--- config.mk ---
export PLATFORM = sky130hd
export DESIGN_NAME = card_session
export DESIGN_NICKNAME = d
export VERILOG_FILES = /design/src/hdl/card_pkg.sv /design/src/hdl/card_session.sv
export SDC_FILE = /design/constraint.sdc
export NUM_CORES = 1
export LEC_CHECK = 0
export BUFFER_PORTS_ARGS = -buffer_cell sky130_fd_sc_hd__buf_2
export CORE_MARGIN = 4
export CORE_UTILIZATION = 48
export CTS_CLUSTER_SIZE = 40
export DETAILED_ROUTE_END_ITERATION = 16
export PLACE_DENSITY = 0.68
export SLEW_MARGIN = 30
export SYNTH_ARGS = -nofsm -noshare
export SYNTH_HDL_FRONTEND = slang
export SYNTH_SLANG_ARGS = --single-unit
--- constraint.sdc ---
create_clock -name clk -period 8.6 [get_ports clk]
set_input_delay 1.72 -clock clk [delete_from_list [all_inputs] [get_ports clk]]
set_output_delay 1.72 -clock clk [all_outputs]
set_load 0.01 [all_outputs]
--- src/hdl/card_pkg.sv ---
// Shared constants and carrier types for the card start-up session block.
package card_pkg;
  localparam logic [3:0] OFS_CFG = 4'h0;
  localparam logic [3:0] OFS_GTB = 4'h4;
  localparam logic [3:0] OFS_SEC = 4'h8;
  localparam logic [3:0] OFS_STAT = 4'hc;
  localparam logic [7:0] CFG_TA1_RST = 8'h97;
  localparam logic [5:0] CFG_CLASS_RST = 6'h03;
  localparam logic [1:0] CFG_STOP_RST = 2'h3;
  localparam logic [7:0] GTB_RST = 8'h00;
  localparam logic [7:0] ATR_TS = 8'h3b;
  localparam logic [7:0] ATR_T0 = 8'h97;
  localparam logic [7:0] ATR_TD1 = 8'h80;
  localparam logic [7:0] ATR_TD2 = 8'h3f;
  localparam logic [7:0] HIST_CAT = 8'h80;
  localparam logic [7:0] HIST_TAG_SVC = 8'h31;
  localparam logic [7:0] HIST_TAG_CAP = 8'h73;
  localparam logic [7:0] HIST_SVC_VAL = 8'ha0;
  localparam logic [23:0] HIST_CAP_VAL = 24'h000000;
  localparam logic [3:0] ATR_LAST = 4'he;
  localparam logic [5:0] CLASS_A_ONLY = 6'h01;
  localparam logic [1:0] STOP_NONE = 2'h0;
  localparam logic [1:0] STOP_ANY = 2'h3;
  localparam logic [7:0] PPSS = 8'hff;
  localparam logic [7:0] FD_DEF = 8'h11;
  localparam logic [7:0] FD_512_8 = 8'h94;
  localparam logic [7:0] FD_512_16 = 8'h95;
  typedef struct packed {
    logic spec;
    logic [1:0] stop;
    logic [5:0] vclass;
    logic [7:0] ta1;
  } cfg_t;
  typedef struct packed {
    logic none;
    logic lowimp;
    logic usb;
    logic clf;
    logic sc;
    logic p2p;
    logic euicc;
  } feat_t;
  typedef enum logic [2:0] {
    ST_HOLD = 3'b000,
    ST_ATR = 3'b001,
    ST_WAIT = 3'b010,
    ST_PRX = 3'b011,
    ST_PTX = 3'b100,
    ST_RUN = 3'b101
  } state_t;
endpackage : card_pkg

--- src/hdl/card_session.sv ---
// Card-side answer to reset, PPS acceptance and reset-mode logic.
`timescale 1ns/1ps
// Operation
// RULE1: First historical byte sent is the category indicator 80h.
// RULE2: Historical objects follow: tag 31 object first, then tag 73 object.
// RULE3: Factor pairs 512/8 and 512/16 accepted besides default 372/1.
// RULE4: TA1 of the answer carries the supported F and D factors.
// RULE5: Global bytes follow only a TDi (i above 1) indicating T=15.
// RULE6: Global tB byte of zero decodes as no extra parameters.
// RULE7: b8 and b5 set report low-impedance driver protocol available.
// RULE8: With b8, bits 7, 6, 4 and 2 flag USB, CLF, channel, provisioning.
// RULE9: b8, b4 and b3 set report secured platform exchange required.
// RULE10: Terminal picks PPS1 within the advertised factor range.
// RULE11: Terminal sends PPS2 only when global tB is present, same coding.
// RULE12: Terminal tries its top speed via PPS before falling back to 372/1.
// RULE13: Cold reset enters negotiable mode and clears security status.
// RULE14: Warm reset clears security; specific mode keeps previous factors.
// RULE15: Answer to reset is byte-identical after every warm reset in session.
// RULE16: Any non-A-only class forces clock stop supported in global tA.
// RULE17: Terminal obeys the clock-stop indication in all conditions.
// RULE18: Terminal waits 1860 clocks after last response before clock stop.
// RULE19: Terminal waits 744 clocks after clock restart before a command.
// RULE20: Terminal resets the card on announced but missing characters.
// RULE21: Terminal rejects only after three consecutive faulty answers.
// RULE22: Card repeats characters on parity error in all T=0 traffic; a rejected final check byte of the answer or echo is not repeated.
// RULE23: Every answer to reset carries the T=15 global bytes.
// RULE24: The TD chain announces exactly the bytes sent, locating tA and tB.
module card_session
  import card_pkg::*;
(
  input wire logic clk,
  input wire logic rst_n,
  input wire logic en,
  input wire logic contact_act,
  input wire logic card_rst_n,
  input wire logic [3:0] addr,
  input wire logic [31:0] wdata,
  input wire logic wr,
  input wire logic rd,
  output logic [31:0] rdata,
  output logic [7:0] tx_byte,
  output logic tx_valid,
  input wire logic tx_ready,
  input wire logic tx_nack,
  input wire logic [7:0] rx_byte,
  input wire logic rx_valid,
  input wire logic rx_perr,
  output logic rx_repeat,
  output logic negotiable,
  output logic [7:0] fidi,
  output logic lowimp_sel,
  output logic security
);
  // Decodes the first global tB byte; shared by the status view and PPS2 check.
  function automatic feat_t decode_gtb(input logic [7:0] b);
    feat_t f;
    f.none = (b == 8'h00); // RULE6
    f.lowimp = b[7] & b[4]; // RULE7
    f.usb = b[7] & b[6]; // RULE8
    f.clf = b[7] & b[5]; // RULE8
    f.sc = b[7] & b[3]; // RULE8
    f.euicc = b[7] & b[1]; // RULE8
    f.p2p = b[7] & b[3] & b[2]; // RULE9
    return f;
  endfunction : decode_gtb

  // Answer body, TS through the last historical byte; the check byte is added apart.
  function automatic logic [7:0] atr_body(input logic [3:0] i, input cfg_t c,
                                          input logic [7:0] g);
    logic [1:0] stop;
    stop = (c.vclass != CLASS_A_ONLY && c.stop == STOP_NONE) ? STOP_ANY : c.stop; // RULE16
    case (i)
      4'h0: return ATR_TS;
      4'h1: return ATR_T0; // RULE24
      4'h2: return c.ta1; // RULE4
      4'h3: return ATR_TD1; // RULE24
      4'h4: return ATR_TD2; // RULE5
      4'h5: return {stop, c.vclass}; // RULE23
      4'h6: return g; // RULE23
      4'h7: return HIST_CAT; // RULE1
      4'h8: return HIST_TAG_SVC; // RULE2
      4'h9: return HIST_SVC_VAL;
      4'ha: return HIST_TAG_CAP; // RULE2
      4'hb: return HIST_CAP_VAL[23:16];
      4'hc: return HIST_CAP_VAL[15:8];
      4'hd: return HIST_CAP_VAL[7:0];
      default: return 8'h00;
    endcase
  endfunction : atr_body

  cfg_t cfg_q, atr_cfg_q;
  logic [7:0] gtb_q, atr_gtb_q;
  state_t st_q, st_d;
  logic [3:0] idx_q, idx_d;
  logic [7:0] pps_q [0:5];
  logic [2:0] pcnt_q;
  logic cold_q, crst_q, sec_q, neg_q, lowimp_q, rep_q, txv_q;
  logic [7:0] fidi_q, txb_q, tck;
  logic [31:0] rdata_q;
  feat_t gfeat, pfeat;
  logic [7:0] pps_x;
  logic [2:0] plen;

  // The check byte is recomputed from the snapshot, so it always matches the body.
  always_comb
  begin
    tck = 8'h00;
    for (int k = 1; k <= 13; k++)
    begin
      tck = tck ^ atr_body(4'(k), atr_cfg_q, atr_gtb_q);
    end
  end

  wire rst_rise = card_rst_n & ~crst_q;
  wire tx_take = txv_q & tx_ready;
  wire rx_take = rx_valid & ~rx_perr;
  assign gfeat = decode_gtb(atr_gtb_q);
  assign pfeat = decode_gtb(pps_q[3]);
  assign plen = 3'd3 + {2'b0, pps_q[1][4]} + {2'b0, pps_q[1][5]} + {2'b0, pps_q[1][6]};
  assign pps_x = pps_q[0] ^ pps_q[1] ^ pps_q[2] ^ pps_q[3] ^ pps_q[4] ^ pps_q[5];
  wire pps1_ok = ~pps_q[1][4] || pps_q[2] == FD_DEF || pps_q[2] == FD_512_8
                 || pps_q[2] == FD_512_16; // RULE3
  wire pps2_ok = ~pps_q[1][5] || (~gfeat.none && (pps_q[3] & ~atr_gtb_q) == 8'h00);
  wire pps_ok = pps1_ok && pps2_ok && pps_x == 8'h00;
  wire pps_done = pcnt_q == plen;
  // The byte register follows the next index, so a take never shows the byte just taken.
  // The echo skips absent optional slots so that the check byte always goes out last.
  wire [7:0] atr_next = (idx_d == ATR_LAST) ? tck : atr_body(idx_d, atr_cfg_q, atr_gtb_q);
  wire [2:0] eidx = idx_d[2:0];
  wire [7:0] echo_next = (eidx == plen - 3'd1) ? pps_q[5]
                         : (eidx < 3'd2) ? pps_q[eidx]
                         : (eidx == 3'd2 && pps_q[1][4]) ? pps_q[2]
                         : (eidx == 3'd2 + {2'b0, pps_q[1][4]} && pps_q[1][5]) ? pps_q[3]
                         : pps_q[4];

  // Session sequencing; a reset level low always returns to the hold state.
  always_comb
  begin
    st_d = st_q;
    idx_d = idx_q;
    case (st_q)
      ST_HOLD: if (rst_rise) st_d = ST_ATR;
      ST_ATR:
        if (tx_nack) idx_d = idx_q - 4'h1; // RULE22
        else if (tx_take && idx_q == ATR_LAST) st_d = neg_q ? ST_WAIT : ST_RUN;
        else if (tx_take) idx_d = idx_q + 4'h1;
      ST_WAIT:
        if (rx_take) st_d = (rx_byte == PPSS) ? ST_PRX : ST_RUN;
      ST_PRX:
        if (pps_done)
        begin
          st_d = pps_ok ? ST_PTX : ST_RUN;
          idx_d = 4'h0;
        end
      ST_PTX:
        if (tx_nack) idx_d = idx_q - 4'h1; // RULE22
        else if (tx_take && idx_q == {1'b0, plen - 3'd1}) st_d = ST_RUN;
        else if (tx_take) idx_d = idx_q + 4'h1;
      ST_RUN: st_d = ST_RUN;
      default: st_d = ST_HOLD;
    endcase
    if (!card_rst_n)
    begin
      st_d = ST_HOLD;
      idx_d = 4'h0;
    end
  end

  // Control state and reset-mode handling.
  always_ff @(posedge clk or negedge rst_n)
  begin
    if (!rst_n)
    begin
      st_q <= ST_HOLD;
      idx_q <= 4'h0;
      crst_q <= 1'b0;
      cold_q <= 1'b1;
      sec_q <= 1'b0;
      neg_q <= 1'b1;
      fidi_q <= FD_DEF;
      lowimp_q <= 1'b0;
      rep_q <= 1'b0;
      atr_cfg_q <= '0;
      atr_gtb_q <= GTB_RST;
      pcnt_q <= 3'd0;
    end
    else if (en)
    begin
      st_q <= st_d;
      idx_q <= idx_d;
      crst_q <= card_rst_n;
      rep_q <= rx_valid & rx_perr; // RULE22
      if (!contact_act) cold_q <= 1'b1;
      if (rst_rise)
      begin
        cold_q <= 1'b0;
        sec_q <= 1'b0; // RULE13 RULE14
        if (cold_q)
        begin
          // Snapshot only at cold reset keeps every warm answer identical.
          atr_cfg_q <= cfg_q; // RULE15
          atr_gtb_q <= gtb_q;
          neg_q <= 1'b1; // RULE13
          fidi_q <= FD_DEF;
          lowimp_q <= 1'b0;
        end
        else if (!atr_cfg_q.spec) // RULE14
        begin
          neg_q <= 1'b1;
          fidi_q <= FD_DEF;
          lowimp_q <= 1'b0;
        end
        else neg_q <= 1'b0;
      end
      else if (wr && addr == OFS_SEC) sec_q <= wdata[0];
      if (st_q == ST_WAIT || st_q == ST_HOLD) pcnt_q <= 3'd0;
      if ((st_q == ST_WAIT || st_q == ST_PRX) && rx_take && !pps_done)
        pcnt_q <= pcnt_q + 3'd1;
      if (st_q == ST_PRX && pps_done && pps_ok)
      begin
        if (pps_q[1][4]) fidi_q <= pps_q[2]; // RULE3
        lowimp_q <= pps_q[1][5] & pfeat.lowimp; // RULE7
      end
    end
  end

  // PPS capture; absent optional bytes are zeroed so the check sum still holds.
  always_ff @(posedge clk or negedge rst_n)
  begin
    if (!rst_n)
    begin
      for (int k = 0; k < 6; k++) pps_q[k] <= 8'h00;
    end
    else if (en)
    begin
      if (st_q == ST_WAIT && rx_take)
      begin
        for (int k = 1; k < 6; k++) pps_q[k] <= 8'h00;
        pps_q[0] <= rx_byte;
      end
      else if (st_q == ST_PRX && rx_take && !pps_done)
      begin
        if (pcnt_q == 3'd1) pps_q[1] <= rx_byte;
        else if (pcnt_q == 3'd2 && rx_byte != 8'h00 && pps_q[1][4]) pps_q[2] <= rx_byte;
        else if (pcnt_q == plen - 3'd1) pps_q[5] <= rx_byte;
        else if (pps_q[1][5] && pcnt_q == 3'd2 + {2'b0, pps_q[1][4]}) pps_q[3] <= rx_byte;
        else pps_q[4] <= rx_byte;
      end
    end
  end

  // Transmit byte register: answer bytes, then the PPS echo.
  always_ff @(posedge clk or negedge rst_n)
  begin
    if (!rst_n)
    begin
      txv_q <= 1'b0;
      txb_q <= 8'h00;
    end
    else if (en)
    begin
      txv_q <= st_d == ST_ATR || st_d == ST_PTX;
      txb_q <= (st_d == ST_PTX) ? echo_next : atr_next;
    end
  end

  // Register slave; configuration is only picked up by the next cold reset.
  always_ff @(posedge clk or negedge rst_n)
  begin
    if (!rst_n)
    begin
      cfg_q <= '{spec: 1'b0, stop: CFG_STOP_RST, vclass: CFG_CLASS_RST, ta1: CFG_TA1_RST};
      gtb_q <= GTB_RST;
      rdata_q <= 32'h0;
    end
    else if (en)
    begin
      if (wr && addr == OFS_CFG) cfg_q <= cfg_t'(wdata[16:0]);
      if (wr && addr == OFS_GTB) gtb_q <= wdata[7:0];
      rdata_q <= 32'h0;
      if (rd)
        case (addr)
          OFS_CFG: rdata_q <= {15'h0, cfg_q};
          OFS_GTB: rdata_q <= {24'h0, gtb_q};
          OFS_SEC: rdata_q <= {31'h0, sec_q};
          OFS_STAT: rdata_q <= {6'h0, gfeat, lowimp_q, fidi_q, neg_q, cold_q, 5'h0,
                                st_q};
          default: rdata_q <= 32'h0;
        endcase
    end
  end

  assign rdata = rdata_q;
  assign tx_byte = txb_q;
  assign tx_valid = txv_q;
  assign rx_repeat = rep_q;
  assign negotiable = neg_q;
  assign fidi = fidi_q;
  assign lowimp_sel = lowimp_q;
  assign security = sec_q;
endmodule : card_session

==> impl_metrics.py <==
metrics = {
    "sta": {
        "hold_violations": 0,
        "fin_skew_ns": 0.0168,
        "finalCritPeriodShare": 0.600,
        "setup_violations": 0,
        "worst_pin_slew_ns": 0.904,
        "max_freq_mhz": 194,
        "setup_tns_ns": 0,
        "drv_slew": 0,
        "finalWorstSetupSlack_ns": 3.44,
        "rsz0062_at_grt": "false",
        "slew_headroom": 0.397,
        "hold-worst-slack_ns": 0.510,
        "post-route-min-period_ns": 5.16,
    },
    "global_routing": {
        "use_met1": 0.346,
        "use_met3": 0.0423,
        "grt_max_degree": 94,
        "track_usage": 0.242,
        "grt_pass1_vias": 7042,
        "grt_overflow": 0,
        "grtUsageMet2": 0.383,
        "antenna_found_initial": 0,
        "grt_pass1_wl_um": 38900,
        "grt.busiest_layer": "met2",
    },
    "synth": {
        "synth-edff-count": 0,
        "synthMuxAreaShare": 0.0884,
        "synth-compound-area-share": 0.176,
        "yosys_warnings": 0,
        "synth_fa_ha_area_frac": 0.0150,
        "ys_seq_area_frac": 0.448,
        "synth_xor_xnor_area_share": 0.0612,
        "synth_area_um2": 8810,
        "syn_avg_cell_area_um2": 9.73,
        "netlist_instances": 906,
        "synth.distinct_cells": 77,
        "async_reset_ff_frac": 1.00,
        "synth_top_family_by_area": "compound AO/OA/AOI/OAI gates",
        "yosys_most_used_dff": "dfrtp_1",
        "synth_simple_gate_area_frac": 0.161,
        "synth-seq-cells": 157,
    },
    "setup_path": {
        "path_common_cell": "nor3_1",
        "r2r_cells": 12,
        "worstPathRequired_ns": 8.93,
        "rr_startpoint": "pps_q[36]$_DFFE_PN0P_",
        "worstSetupPathType": "register to register",
        "arrival_ns": 5.49,
        "regToRegEndpoint": "tx_byte[1]$_DFFE_PN0P_",
        "critPathTopFamily": "simple AND/OR/NAND/NOR gates",
        "path_cells": "inv_1 > fa_1 > or3b_4 > a211oi_4 > nor3_1 > nor4_2 > nand2_1 > nor4_4 > mux2i_1 > a2111oi_0 > a211oi_1 > nor3_1",
        "start_kind": "register",
        "r2r_setup_slack_ns": 3.44,
        "cp_num_buf_inv": 1,
        "crit_path_top_delay_cell": "nor4_4",
        "end_kind": "register",
        "crit_fanout": 13,
        "slowest_delay_ns": 0.87,
    },
    "cells_and_area": {
        "n_fill_cell": 1637,
        "fin_nets": 1036,
        "instances_no_fill": 1213,
        "drive_gt1_frac": 0.227,
        "finalInstanceArea_um2": 10000,
        "antennaDiodeCount": 0,
        "area_delta_synth_final_pct": 13.6,
    },
    "floorplanning": {
        "std_cell_rows": 49,
        "die_y_um": 144,
        "pin_count": 108,
        "die_area_um2": 20600,
        "die_w_um": 144,
        "start_util": 0.489,
        "coreArea_um2": 18000,
    },
    "routing": {
        "totalWireLength_um": 24400,
        "ant_nets": 0,
        "detail_route.wl_per_cell_um": 20.1,
        "viasPerCell": 6.02,
        "via_count": 7299,
        "drt_iter0_drc": 632,
        "firstDrtPassIters": 6,
        "drc": 0,
    },
    "worst_hold_path": {
        "min_from": "atr_cfg_q[16]$_DFFE_PN0P_",
        "holdPathEnd": "atr_cfg_q[16]$_DFFE_PN0P_",
        "hold_class": "register to register",
        "hold_depth": 1,
    },
    "power": {
        "p_leak_nw": 4.30,
        "intPower_mw": 1.45,
        "seqPwrFrac": 0.452,
        "pwr-share-comb": 0.182,
        "p_sw_frac": 0.313,
        "peakVddDrop_v": 0.000155,
        "cellPowerDensity_nw_per_um2": 211,
        "p_sw_mw": 0.661,
        "power_frac_clock": 0.366,
    },
    "cts": {
        "cts.sinks": 157,
        "clockBufferDepth": 2,
        "numCtsBuffers": 17,
        "cts_hold_buf": 0,
        "clk_pin_slew_worst_paths_ns": 0.07,
        "cts_resized": 0,
        "root_buffer": "clkbuf_16",
        "post_cts_buffers": 0,
        "cts_tree": "built",
        "cts.htree.levels": 4,
        "clock_latency_ns": 0.43,
    },
    "placement": {
        "dp_worst_setup_slack_ns": 3.51,
        "io_buffers": 86,
        "dp_hpwl_um": 16900,
        "placed_area_um2": 9420,
        "place.gp.congestion": 0.921,
        "post-place-cells": 1181,
    },
    "job": {
        "drv_cap": 0,
    },
    "run_status": {
        "status": "completed",
    },
}
[placed cells by master (no fill, tap or decap), types with 9 or more instances in the layout]
cell type	netlist	layout
buf_4	6	11
mux2i_1	10	10
xnor2_1	30	30
nor2_1	39	39
dfrtp_1	144	144
a22oi_1	17	17
mux2_2	59	59
nand3_1	41	41
o22ai_1	30	30
inv_1	51	51
buf_2	6	85
dfstp_2	13	13
xor2_1	11	11
nor3_1	22	22
ha_1	9	9
a21oi_1	26	26
nand2_1	81	80
nand2b_1	9	9
o21ai_0	85	85
a211oi_1	11	11
nor2b_1	10	10
clkbuf_16	0	17
[how the worst max path moves through the flow]
| stage | start | to | cells past startpoint |
|---|---|---|---|
| global route | pps_q[36]$_DFFE_PN0P_ | tx_byte[1]$_DFFE_PN0P_ | 12 |
| global placement | tx_ready | tx_byte[1]$_DFFE_PN0P_ | 11 |
| finish | pps_q[36]$_DFFE_PN0P_ | tx_byte[1]$_DFFE_PN0P_ | 12 |
| CTS | pps_q[36]$_DFFE_PN0P_ | tx_byte[1]$_DFFE_PN0P_ | 12 |
| detailed placement | tx_ready | tx_byte[4]$_DFFE_PN0P_ | 11 |
| floorplan | tx_ready | tx_byte[3]$_DFFE_PN0P_ | 11 |
[worst reg2reg max path, cell delays in order (launching register included)]
cell,delay (ns)
dfrtp_1,0.72
inv_1,0.24
fa_1,0.57
or3b_4,0.45
a211oi_4,0.37
nor3_1,0.11
nor4_2,0.33
nand2_1,0.37
nor4_4,0.87
mux2i_1,0.17
a2111oi_0,0.48
a211oi_1,0.13
nor3_1,0.25
[metal layers]
metal / wire, um / vias to the layer above
met5: 0 / -
met4: 393 / 0
met3: 1590 / 28
met2: 11600 / 249
met1: 10900 / 3603
li1: - / 3419
[synth_stat cells (all sizes together) (11+ instances only)]
cell,n,area (um2)
o22ai,30,188
inv,51,191
clkbuf,41,154
nor2,39,146
nand3,41,205
a21oi,27,139
nor3,22,110
xnor2,30,263
buf,15,93.8
xor2,11,96.3
a22oi,17,128
dfstp,13,342
o21ai,86,430
dfrtp,144,3600
nand2,81,304
a211oi,13,115
mux2,60,679
[final cells by class]
class / instances / area, um2 / area share
clock buffer: 18 / 439 / 0.0438
clock inverter: 14 / 160 / 0.0160
inverter: 51 / 191 / 0.0191
multi-input combinational: 647 / 4480 / 0.447
sequential: 157 / 3950 / 0.394
tap: 229 / 287 / 0.0286
timing repair buffer: 97 / 519 / 0.0518
[per-stage QoR]
stage / util / total power [mW]
2_1_floorplan: - / 1.20
3_3_place_gp: 0.522 / 1.33
3_5_place_dp: 0.522 / 1.35
4_1_cts: 0.556 / 2.12
5_1_grt: 0.556 / 2.21
6_report: 0.556 / 2.11
[sequential cells by signal, summed over array words and instances (netlist names), 3 cells and up]
register,count
atr_gtb_q,8
pps_q,48
idx_q,4
rdata,26
gtb_q,8
atr_cfg_q,17
tx_byte,8
cfg_q,17
st_q,3
fidi,8
pcnt_q,3
[kinds of logic (layout without fill, tap and decap cells)]
family | count (synthesis) | after routing
and+or+nand+nor | 273 | 273
AOI/OAI and AO/OA | 239 | 239
DFF | 157 | 157
buffers and inverters | 107 | 180
muxes | 70 | 70
xor gates and xnor gates | 49 | 49
adders and majority gates | 10 | 10
other | 1 | 6
[power by group through the flow]
stage | Combinational, mW | Sequential (mW) | Clock [mW]
after floorplan | 0.284 | 0.913 | 0
after global placement | 0.371 | 0.964 | 0
after detailed placement | 0.380 | 0.966 | 0
after CTS | 0.383 | 0.954 | 0.782
after global routing | 0.426 | 0.971 | 0.813
final | 0.384 | 0.956 | 0.773
Note: power is estimated with default switching activity, not from simulation.
